## src/include/otpsr_pkg.sv

```systemverilog
/*
  Constants, opcodes and states shared by the security-region access block.
  Assumes a 125 MHz core clock and an SPI host in mode 0 or mode 3.
*/
`default_nettype none
package otpsr_pkg;
  localparam int unsigned CLK_MHZ      = 125;
  localparam int unsigned BITS         = 8;
  localparam int unsigned REGION_BYTES = 128;
  localparam int unsigned USER_BYTES   = 64;
  localparam int unsigned BUF_BYTES    = 256;
  localparam int unsigned USER_AW      = 6;
  localparam int unsigned REGION_AW    = 7;
  localparam int unsigned BUF_AW       = 8;
  localparam int unsigned ADDR_BYTES   = 3;
  localparam int unsigned DUMMY_BYTES  = 2;
  localparam int unsigned STAT_BUSY_BIT = 0;
  localparam int unsigned STAT_WEL_BIT  = 1;

  localparam logic [7:0] OP_PROG   = 8'h9B;
  localparam logic [7:0] OP_READ   = 8'h77;
  localparam logic [7:0] OP_STATUS = 8'h05;
  localparam logic [7:0] OP_WREN   = 8'h06;
  localparam logic [7:0] OP_WRDI   = 8'h04;
  localparam logic [7:0] ERASED    = 8'hFF;
  localparam logic [7:0] ZERO_BYTE = 8'h00;
  localparam logic [2:0] LAST_BIT  = 3'h7;

  // default time of one programming pass, in microseconds
  localparam int unsigned SECURITY_PROGRAM_TIME_US_DEF = 500;

  typedef enum logic [2:0] {
    OTPSR_OPC,
    OTPSR_ADDR,
    OTPSR_DUMMY,
    OTPSR_DATA,
    OTPSR_RDOUT,
    OTPSR_STOUT,
    OTPSR_SKIP
  } otpsr_state_e;
endpackage
`default_nettype wire

```

## src/hdl/otpsr_sync.sv

```systemverilog
/*
  Two-flop synchroniser for a group of pin levels.
  Assumes the inputs are asynchronous to clk and only levels are passed.
*/
`timescale 1ns/10ps
`default_nettype none
module otpsr_sync #(
  parameter int unsigned W       = 1,
  parameter logic [W-1:0] RST_VAL = '0
) (
  input  wire logic         clk,
  input  wire logic         rst_n,
  input  wire logic [W-1:0] d,
  output logic      [W-1:0] q
);
  logic [W-1:0] meta_r;

  always_ff @(posedge clk or negedge rst_n) begin
    if (!rst_n) begin
      meta_r <= RST_VAL;
      q      <= RST_VAL;
    end else begin
      meta_r <= d;
      q      <= meta_r;
    end
  end
endmodule // otpsr_sync
`default_nettype wire

```

## src/hdl/otpsr_array.sv

```systemverilog
/*
  The 128-byte security region: 64 user bytes plus 64 fixed factory bytes,
  and the one-shot lock of the user half.
  Assumes writes come only from the programming pass of the command logic.
*/
`timescale 1ns/10ps
`default_nettype none
module otpsr_array
  import otpsr_pkg::*;
#(
  // arbitrary value, seeds the per-part factory bytes
  parameter logic [7:0] FACTORY_SEED = 8'h5A
) (
  input  wire logic                 clk,
  input  wire logic                 rst_n,
  input  wire logic                 wr_en,
  input  wire logic [USER_AW-1:0]   wr_idx,
  input  wire logic [7:0]           wr_data,
  input  wire logic                 lock_set,
  input  wire logic [REGION_AW-1:0] rd_addr,
  output logic      [7:0]           rd_data,
  output logic                      locked
);
  logic [7:0] user_r   [USER_BYTES];
  logic [7:0] user_nxt [USER_BYTES];
  logic       locked_nxt;

  function automatic logic [7:0] factory_byte(input logic [USER_AW-1:0] idx);
    factory_byte = FACTORY_SEED ^ {idx, 2'h0} ^ {2'h0, idx};
  endfunction

  always_comb begin
    user_nxt   = user_r;
    locked_nxt = locked | lock_set;
    if (wr_en) begin
      user_nxt[wr_idx] = wr_data;
    end
    // upper half is fixed; no path ever writes it
    if (rd_addr[REGION_AW-1]) begin // RULE_01
      rd_data = factory_byte(rd_addr[USER_AW-1:0]);
    end else begin
      rd_data = user_r[rd_addr[USER_AW-1:0]];
    end
  end

  always_ff @(posedge clk or negedge rst_n) begin
    if (!rst_n) begin
      for (int i = 0; i < USER_BYTES; i++) begin
        user_r[i] <= ERASED;
      end
      locked <= 1'b0;
    end else begin
      user_r <= user_nxt;
      locked <= locked_nxt;
    end
  end
endmodule // otpsr_array
`default_nettype wire

```

## src/hdl/otpsr_top.sv

```systemverilog
/*
  Command logic for the one-time-programmable security region of a serial
  flash: program (9Bh), read (77h), status read (05h), write enable/disable.
  Assumes an SPI host in mode 0 or 3 with SCK well below clk/4; all pins are
  asynchronous and are synchronised before use.
*/
// What this block does
// [RULE_01] 128-byte region: bytes 0-63 user programmable, 64-127 fixed factory data.
// [RULE_02] user half is one unit; once programmed, any further program is refused.
// [RULE_03] programming needs no prior erase; user bytes start erased.
// [RULE_04] host sets the write-enable latch first, otherwise no program happens.
// [RULE_05] program frame: opcode 9Bh, three address bytes, then data into buffer.
// [RULE_06] program decodes only the low six address bits.
// [RULE_07] program data past byte 63 wraps to byte 0.
// [RULE_08] beyond 64 data bytes, only the last 64 are kept.
// [RULE_09] on release, buffered bytes are written; untouched user bytes stay FFh.
// [RULE_10] status shows busy during the self-timed programming pass.
// [RULE_11] abort if release comes before address plus one byte, or mid-byte.
// [RULE_12] every program abort clears the write-enable latch.
// [RULE_13] successful programming clears the write-enable latch before it ends.
// [RULE_14] program uses the shared 256-byte buffer, overwriting its old contents.
// [RULE_15] read frame: opcode 77h, three address bytes, two dummy bytes, then data.
// [RULE_16] read wraps from 7Fh to 00h with no gap.
// [RULE_17] chip-select release ends the read and floats the output.
// [RULE_18] status bit 0 is busy.
// [RULE_19] opcode 05h streams status bytes, refreshed while selected, each followed by a 00h byte.
// [RULE_20] status bit 1 is the write-enable latch.
`timescale 1ns/10ps
`default_nettype none
module otpsr_top #(
  parameter int unsigned SECURITY_PROGRAM_TIME_US = otpsr_pkg::SECURITY_PROGRAM_TIME_US_DEF
) (
  input  wire logic clk,
  input  wire logic rst_n,
  input  wire logic cs_n_pin,
  input  wire logic sck_pin,
  input  wire logic si_pin,
  output logic      so,
  output logic      so_oe
);
  import otpsr_pkg::*;

  localparam int unsigned PROG_CYCLES = SECURITY_PROGRAM_TIME_US * CLK_MHZ;
  localparam logic [31:0] PROG_LAST   = 32'(PROG_CYCLES - 1);
  localparam logic [31:0] USER_LAST   = 32'(USER_BYTES - 1);
  localparam logic [31:0] USER_CNT    = 32'(USER_BYTES);
  localparam logic [3:0]  ADDR_LAST   = 4'(ADDR_BYTES - 1);
  localparam logic [3:0]  DUMMY_LAST  = 4'(DUMMY_BYTES - 1);

  // synchronised pins and edge history
  logic cs_n_s;
  logic sck_s;
  logic si_s;
  logic cs_prev_r;
  logic sck_prev_r;

  otpsr_sync #(
    .W       (3),
    .RST_VAL (3'h4)
  ) u_sync (
    .clk   (clk),
    .rst_n (rst_n),
    .d     ({cs_n_pin, sck_pin, si_pin}),
    .q     ({cs_n_s, sck_s, si_s})
  );

  logic frame;
  logic cs_rel;
  logic sck_rise;
  logic sck_fall;
  assign frame    = ~cs_n_s;
  assign cs_rel   = cs_n_s & ~cs_prev_r;
  assign sck_rise = frame & sck_s & ~sck_prev_r;
  assign sck_fall = frame & ~sck_s & sck_prev_r;

  // command state
  otpsr_state_e         state_r, state_nxt;
  logic [2:0]           bit_r, bit_nxt;
  logic [7:0]           sh_r, sh_nxt;
  logic [3:0]           cnt_r, cnt_nxt;
  logic [REGION_AW-1:0] addr_r, addr_nxt;
  logic                 prog_cmd_r, prog_cmd_nxt;
  logic                 got_data_r, got_data_nxt;
  logic [2:0]           dbit_r, dbit_nxt;
  logic                 stat_sel_r, stat_sel_nxt;
  logic                 so_nxt;
  logic                 oe_nxt;
  // latch, busy and programming pass
  logic                 wel_r, wel_nxt;
  logic                 busy_r, busy_nxt;
  logic [31:0]          timer_r, timer_nxt;
  // shared page buffer and which user bytes it holds
  logic [7:0]           buf_r   [BUF_BYTES];
  logic [7:0]           buf_nxt [BUF_BYTES];
  logic [USER_BYTES-1:0] valid_r, valid_nxt;

  // array link
  logic                 locked;
  logic [7:0]           rd_data;
  logic                 wr_en;
  logic [USER_AW-1:0]   wr_idx;
  logic [7:0]           wr_data;
  logic                 lock_set;

  otpsr_array u_array (
    .clk      (clk),
    .rst_n    (rst_n),
    .wr_en    (wr_en),
    .wr_idx   (wr_idx),
    .wr_data  (wr_data),
    .lock_set (lock_set),
    .rd_addr  (addr_r),
    .rd_data  (rd_data),
    .locked   (locked)
  );

  logic [7:0] byte_in;
  logic [7:0] stat_byte;
  logic [7:0] out_byte;
  logic       prog_ok;

  always_comb begin
    byte_in = {sh_r[6:0], si_s};

    stat_byte = ZERO_BYTE;
    if (!stat_sel_r) begin
      stat_byte[STAT_BUSY_BIT] = busy_r; // RULE_18
      stat_byte[STAT_WEL_BIT]  = wel_r;  // RULE_20
    end
    out_byte = (state_r == OTPSR_RDOUT) ? rd_data : stat_byte;

    // one byte per cycle of the pass; unsent bytes are written as erased
    wr_idx   = timer_r[USER_AW-1:0];
    wr_en    = busy_r && (timer_r < USER_CNT);
    wr_data  = valid_r[wr_idx] ? buf_r[wr_idx] : ERASED; // RULE_09
    lock_set = busy_r && (timer_r == USER_LAST);         // RULE_02

    // address plus a whole data byte, released on a byte boundary
    prog_ok = got_data_r && (bit_r == 3'h0); // RULE_11
  end

  always_comb begin
    state_nxt    = state_r;
    bit_nxt      = bit_r;
    sh_nxt       = sh_r;
    cnt_nxt      = cnt_r;
    addr_nxt     = addr_r;
    prog_cmd_nxt = prog_cmd_r;
    got_data_nxt = got_data_r;
    dbit_nxt     = dbit_r;
    stat_sel_nxt = stat_sel_r;
    so_nxt       = so;
    oe_nxt       = so_oe;
    wel_nxt      = wel_r;
    busy_nxt     = busy_r;
    timer_nxt    = timer_r;
    buf_nxt      = buf_r;
    valid_nxt    = valid_r;

    if (busy_r) begin
      timer_nxt = timer_r + 32'h1;
      if (timer_r == PROG_LAST) begin
        busy_nxt  = 1'b0; // RULE_10
        timer_nxt = '0;
      end
    end

    if (cs_rel) begin
      state_nxt = OTPSR_OPC;
      bit_nxt   = 3'h0;
      oe_nxt    = 1'b0; // RULE_17
      if (prog_cmd_r && (state_r == OTPSR_ADDR || state_r == OTPSR_DATA)) begin
        // no erase step: the erased user half is programmed directly
        if (prog_ok && wel_r && !locked && !busy_r) begin // RULE_03 RULE_04
          busy_nxt  = 1'b1; // RULE_10
          timer_nxt = '0;
        end
        wel_nxt = 1'b0; // RULE_12 RULE_13
      end
      prog_cmd_nxt = 1'b0;
    end else if (sck_rise) begin
      sh_nxt  = byte_in;
      bit_nxt = bit_r + 3'h1;
      case (state_r)
        OTPSR_OPC: begin
          if (bit_r == LAST_BIT) begin
            cnt_nxt   = 4'h0;
            dbit_nxt  = 3'h0;
            state_nxt = OTPSR_SKIP;
            if (byte_in == OP_STATUS) begin
              state_nxt    = OTPSR_STOUT; // RULE_19
              stat_sel_nxt = 1'b0;
              oe_nxt       = 1'b1;
            end else if (!busy_r) begin
              if (byte_in == OP_PROG) begin
                state_nxt    = OTPSR_ADDR; // RULE_05
                prog_cmd_nxt = 1'b1;
                got_data_nxt = 1'b0;
                valid_nxt    = '0;
              end else if (byte_in == OP_READ) begin
                state_nxt = OTPSR_ADDR; // RULE_15
              end else if (byte_in == OP_WREN) begin
                wel_nxt = 1'b1;
              end else if (byte_in == OP_WRDI) begin
                wel_nxt = 1'b0;
              end
            end
          end
        end
        OTPSR_ADDR: begin
          if (bit_r == LAST_BIT) begin
            addr_nxt = byte_in[REGION_AW-1:0];
            cnt_nxt  = cnt_r + 4'h1;
            if (cnt_r == ADDR_LAST) begin
              cnt_nxt   = 4'h0;
              state_nxt = prog_cmd_r ? OTPSR_DATA : OTPSR_DUMMY;
            end
          end
        end
        OTPSR_DUMMY: begin
          if (bit_r == LAST_BIT) begin
            cnt_nxt = cnt_r + 4'h1;
            if (cnt_r == DUMMY_LAST) begin
              state_nxt = OTPSR_RDOUT; // RULE_15
              oe_nxt    = 1'b1;
            end
          end
        end
        OTPSR_DATA: begin
          if (bit_r == LAST_BIT) begin
            // later bytes overwrite earlier ones at the same slot
            buf_nxt[BUF_AW'(addr_r[USER_AW-1:0])] = byte_in; // RULE_05 RULE_08 RULE_14
            valid_nxt[addr_r[USER_AW-1:0]] = 1'b1;             // RULE_06
            addr_nxt = {1'b0, addr_r[USER_AW-1:0] + 6'h1};     // RULE_07
            got_data_nxt = 1'b1;
          end
        end
        OTPSR_RDOUT: begin
          dbit_nxt = dbit_r + 3'h1;
          if (dbit_r == LAST_BIT) begin
            addr_nxt = addr_r + 7'h1; // RULE_16
          end
        end
        OTPSR_STOUT: begin
          dbit_nxt = dbit_r + 3'h1;
          if (dbit_r == LAST_BIT) begin
            stat_sel_nxt = ~stat_sel_r; // RULE_19
          end
        end
        default: begin
          state_nxt = OTPSR_SKIP;
        end
      endcase
    end else if (sck_fall && so_oe) begin
      // output moves on falling edges, msb first
      so_nxt = out_byte[~dbit_r]; // RULE_15 RULE_19
    end
  end

  always_ff @(posedge clk or negedge rst_n) begin
    if (!rst_n) begin
      cs_prev_r  <= 1'b1;
      sck_prev_r <= 1'b0;
      state_r    <= OTPSR_OPC;
      bit_r      <= 3'h0;
      sh_r       <= ZERO_BYTE;
      cnt_r      <= 4'h0;
      addr_r     <= '0;
      prog_cmd_r <= 1'b0;
      got_data_r <= 1'b0;
      dbit_r     <= 3'h0;
      stat_sel_r <= 1'b0;
      so         <= 1'b0;
      so_oe      <= 1'b0;
      wel_r      <= 1'b0;
      busy_r     <= 1'b0;
      timer_r    <= '0;
      valid_r    <= '0;
      for (int i = 0; i < BUF_BYTES; i++) begin
        buf_r[i] <= ERASED;
      end
    end else begin
      cs_prev_r  <= cs_n_s;
      sck_prev_r <= sck_s;
      state_r    <= state_nxt;
      bit_r      <= bit_nxt;
      sh_r       <= sh_nxt;
      cnt_r      <= cnt_nxt;
      addr_r     <= addr_nxt;
      prog_cmd_r <= prog_cmd_nxt;
      got_data_r <= got_data_nxt;
      dbit_r     <= dbit_nxt;
      stat_sel_r <= stat_sel_nxt;
      so         <= so_nxt;
      so_oe      <= oe_nxt;
      wel_r      <= wel_nxt;
      busy_r     <= busy_nxt;
      timer_r    <= timer_nxt;
      valid_r    <= valid_nxt;
      buf_r      <= buf_nxt;
    end
  end
endmodule // otpsr_top
`default_nettype wire

```

## config.mk

```make
export PLATFORM = sky130hd
export DESIGN_NAME = otpsr_top
export DESIGN_NICKNAME = d
export VERILOG_FILES = /design/src/include/otpsr_pkg.sv /design/src/hdl/otpsr_sync.sv /design/src/hdl/otpsr_array.sv /design/src/hdl/otpsr_top.sv
export SDC_FILE = /design/constraint.sdc
export NUM_CORES = 2
export LEC_CHECK = 0
export BUFFER_PORTS_ARGS = -buffer_cell sky130_fd_sc_hd__buf_2
export CORE_ASPECT_RATIO = 1.4
export CORE_MARGIN = 3
export CORE_UTILIZATION = 57
export DETAILED_ROUTE_END_ITERATION = 10
export PLACE_DENSITY = 0.75
export SYNTH_ARGS = -nofsm -noshare
export SYNTH_HDL_FRONTEND = slang
export SYNTH_HIERARCHICAL = 1
export SYNTH_SLANG_ARGS = --single-unit
```

## constraint.sdc

```tcl
create_clock -name clk -period 3 [get_ports clk]
set_input_delay 0.6 -clock clk [delete_from_list [all_inputs] [get_ports clk]]
set_output_delay 0.6 -clock clk [all_outputs]
set_load 0.03 [all_outputs]
```

==> impl_metrics.csv <==
group,metric,value,unit
layout,multi_input_area,0.02449,mm²
synth,synth_area_leader_cell,"dfstp_2",
power,netSwitchingFraction,22.89,%
place,dp_hpwl,96410,µm
timing,finalWorstSetupSlack,-130.3,ps
power,pwr-share-seq,51.0,%
synth,synth_nets,3825,
clock_network,cts-buffers-inserted,110,
place,place_congestion,0.9454,
global_routing,overflow,0,
critical_path,cp.required,3610,ps
floorplan,core-area,0.09607,mm²
synth,synth_area_per_cell,14.58,µm²
outcome,violations,"negative setup slack",
synth,yosysMostFrequentCell,"dfstp_2",
synth,netlist_top_cells_count,"1027 x dfstp_2, 1020 x mux2_2, 212 x mux4_2",
timing,max_freq,319.5,MHz
flow_run,drv_cap,0,
layout,fin_util,67.90,%
floorplan,boundaryPins,7,
critical_path,cp_max_fo,10,
critical_path,critPathLaunchType,"register",
timing,slew_viol_final,0,
floorplan,die_h,375.4,µm
synth,netlist_area,0.05556,mm²
power,power_density,475.6,mW/mm²
clock_network,clkSinkCount,1163,
place,postPlaceCellArea,0.06005,mm²
routing,totalWireLength,147900,µm
clock_network,clk_pin_slew_worst_paths,70,ps
routing,drtIter0Drc,2606,
layout,synthToLayoutAreaGrowth,17.39,%
synth,post_synth_num_cell_types,81,
timing,clock_skew,26.40,ps
routing,avgViaCountPerCell,6.260,
clock_network,tritoncts,"done",
floorplan,die_w,269.9,µm
synth,synth_cells,3810,
timing,setup_viol,2,
power,p_int,23920,µW
routing,ant_nets,0,
timing,slew-limit-headroom,38.65,%
power,comb_power_share,3.5,%
timing,finalHoldViolations,0,
critical_path,setup.worst_path.class,"reg -> reg",
synth,synth-edff-count,0,
synth,synthTopCellsByArea,"dfstp_2 49%, mux2_2 21%, mux4_2 8.6%, dfrtp_1 6.1%, mux2i_1 2.3%",
timing,worstMarginPinSlew,920.3,ps
place,port_buffers,6,
global_routing,grt_usage,28.74,%
clock_network,clk_latency,730,ps
synth,yosysTopAreaCellShare,48.57,%
power,power_frac_clock,45.4,%
layout,final_cell_area,0.06523,mm²
layout,drive_gt1_share,73.24,%
synth,yosysWarnings,6,
synth,synthArstFlopShare,100.0,%
power,irDropWorstVdd,0.5471,mV
timing,tns,-130.9,ps
place,preCtsSetupSlack,-369.5,ps
timing,post-route-min-period,3130,ps
clock_network,cts_root_buffer,"clkbuf_16",
synth,synth_seq_cells,1163,
floorplan,start_util,57.84,%
synth,ys.flop_type,"dfstp_2",
timing,rsz0062_at_grt,"true",
synth,synth-seq-area-share,54.69,%
clock_network,htreeDepth,3,
global_routing,grt_start_max_net_pins,77,
layout,seq_area,0.03042,mm²
routing,post-route-drc-count,0,
layout,fillers,6374,
floorplan,fp.dieArea,0.1013,mm²
timing,whs,352.2,ps
power,p_switching,7101,µW
clock_network,clockBufferDepth,3,
global_routing,grt_pass1_vias,36690,
layout,nets,4108,
outcome,status,"finished with violations",
global_routing,grt_pass1_wl,223700,µm
routing,via_count,34300,
routing,wl_per_cell,26.99,µm
timing,min_period_over_period,104.3,%
power,leakagePower,0.02648,µW
critical_path,cp.arrival,3740,ps
floorplan,rows,134,
global_routing,antenna_found_initial,0,
critical_path,cp-end-kind,"register",
routing,dr.pass1.iters,5,
hold_path,hp-class,"reg -> reg",
## worst max-delay path, stage by stage (launching register included)
cell and delay (ps):
dfrtp_4 440, buf_6 150, buf_16 160, mux4_2 540, mux4_2 570, mux2i_1 160, o21ai_0 90, mux4_2 490
a21oi_1 150, o211ai_1 90, o21a_1 150
## worst paths after layout
check	startpoint	endpoint	slack, ps	cells past startpoint
max	addr_r[0]	so	-130	10
min in group asynchronous	rst_n	addr_r[1]	570	2
max reg2reg	addr_r[0]	so	-130	10
min	u_sync/meta_r[0]	u_sync/q[0]	350	0
max in group asynchronous	rst_n	u_sync/meta_r[2]	1420	4
min reg2reg	u_sync/meta_r[0]	u_sync/q[0]	350	0
## per-layer routing
layer  GRT usage [%]  wire, µm  vias to the layer above  share of wire, %
met5               0         0                        -                 0
met4           16.50      9251                        0               6.3
met3           3.377      6327                      401               4.3
met2           50.38     76270                     1041                52
met1           34.41     56040                    18210                38
li1                -         -                    14640                 -
## through the flow
step	total power (µW)	instances
floorplan	16450	3810
global placement	17130	5219
detailed placement	17150	5219
CTS	31310	5457
global route	31990	5478
finish	31020	5479
## repair_timing
item,4_1_cts,5_1_grt
cloned,4,6
resized for setup,65,116
endpoints found under the hold margin,7,0
hold buffers,4,0
endpoints found under the setup margin,505,442
pin swaps,12,29
setup buffers,26,15
## logic make-up (layout without fill, tap and decap cells)
logic type	Yosys count	count (layout)	synth area share, %
fa+ha+maj	10	10	0.2252
buf+inv	301	677	2.533
simple gates	611	611	5.805
xor+xnor	33	33	0.5202
other cells	0	1	0
mux	1391	1391	32.58
compound gates	301	301	3.650
flops	1163	1163	54.69
## state kept, by name, summed over array words and instances (netlist names)
name            flops
addr_r              7
bit_r               3
buf_r             512
busy_r              1
cnt_r               4
cs_prev_r           1
dbit_r              3
got_data_r          1
prog_cmd_r          1
sck_prev_r          1
sh_r                7
so                  1
so_oe               1
stat_sel_r          1
state_r             3
timer_r            32
u_array/locked      1
u_array/user_r    512
u_sync/meta_r       3
u_sync/q            3
valid_r            64
wel_r               1
## layout make-up
cell class                      count  area share (%)
Antenna cell                        1        0.003836
Multi-Input combinational cell   2346           37.55
Sequential cell                  1163           46.64
Clock buffer                      166           4.993
Timing Repair Buffer              448           7.587
Clock inverter                     39          0.6100
Inverter                           24          0.1381
Tap cell                         1292           2.478
## layout by cell type, fill, tap and decap left out, types with 13 or more instances in the layout
cell type     n
clkbuf_16   119
dfstp_2    1027
mux4_2      217
a31oi_1      19
o22ai_1      29
buf_12       97
mux2_2      985
dfrtp_1     119
a22oi_1      25
a21oi_1      84
nor3_1       28
nand2b_1     15
clkbuf_8     23
clkbuf_1     30
nand2_2      37
a211oi_1     18
nor2_1      169
nor4_1       15
nor2b_1      40
nand2_1     123
mux2_1       16
xnor2_1      28
nand3_1      39
and2_1       13
o21ai_0      22
buf_4       297
mux2_4       35
a22o_1       14
buf_6        29
inv_1        22
clkinv_2     22
mux2i_1     126
## power by group through the flow
stage          registers (µW)  clock network (µW)  logic [µW]
3_3_place_gp            16100                   0        1080
5_1_grt                 15800               15000        1190
6_report                15800               14100        1100
3_5_place_dp            16100                   0        1100
4_1_cts                 15800               14400        1100
2_1_floorplan           16100                   0         390
Power figures use the tool's default switching activity.
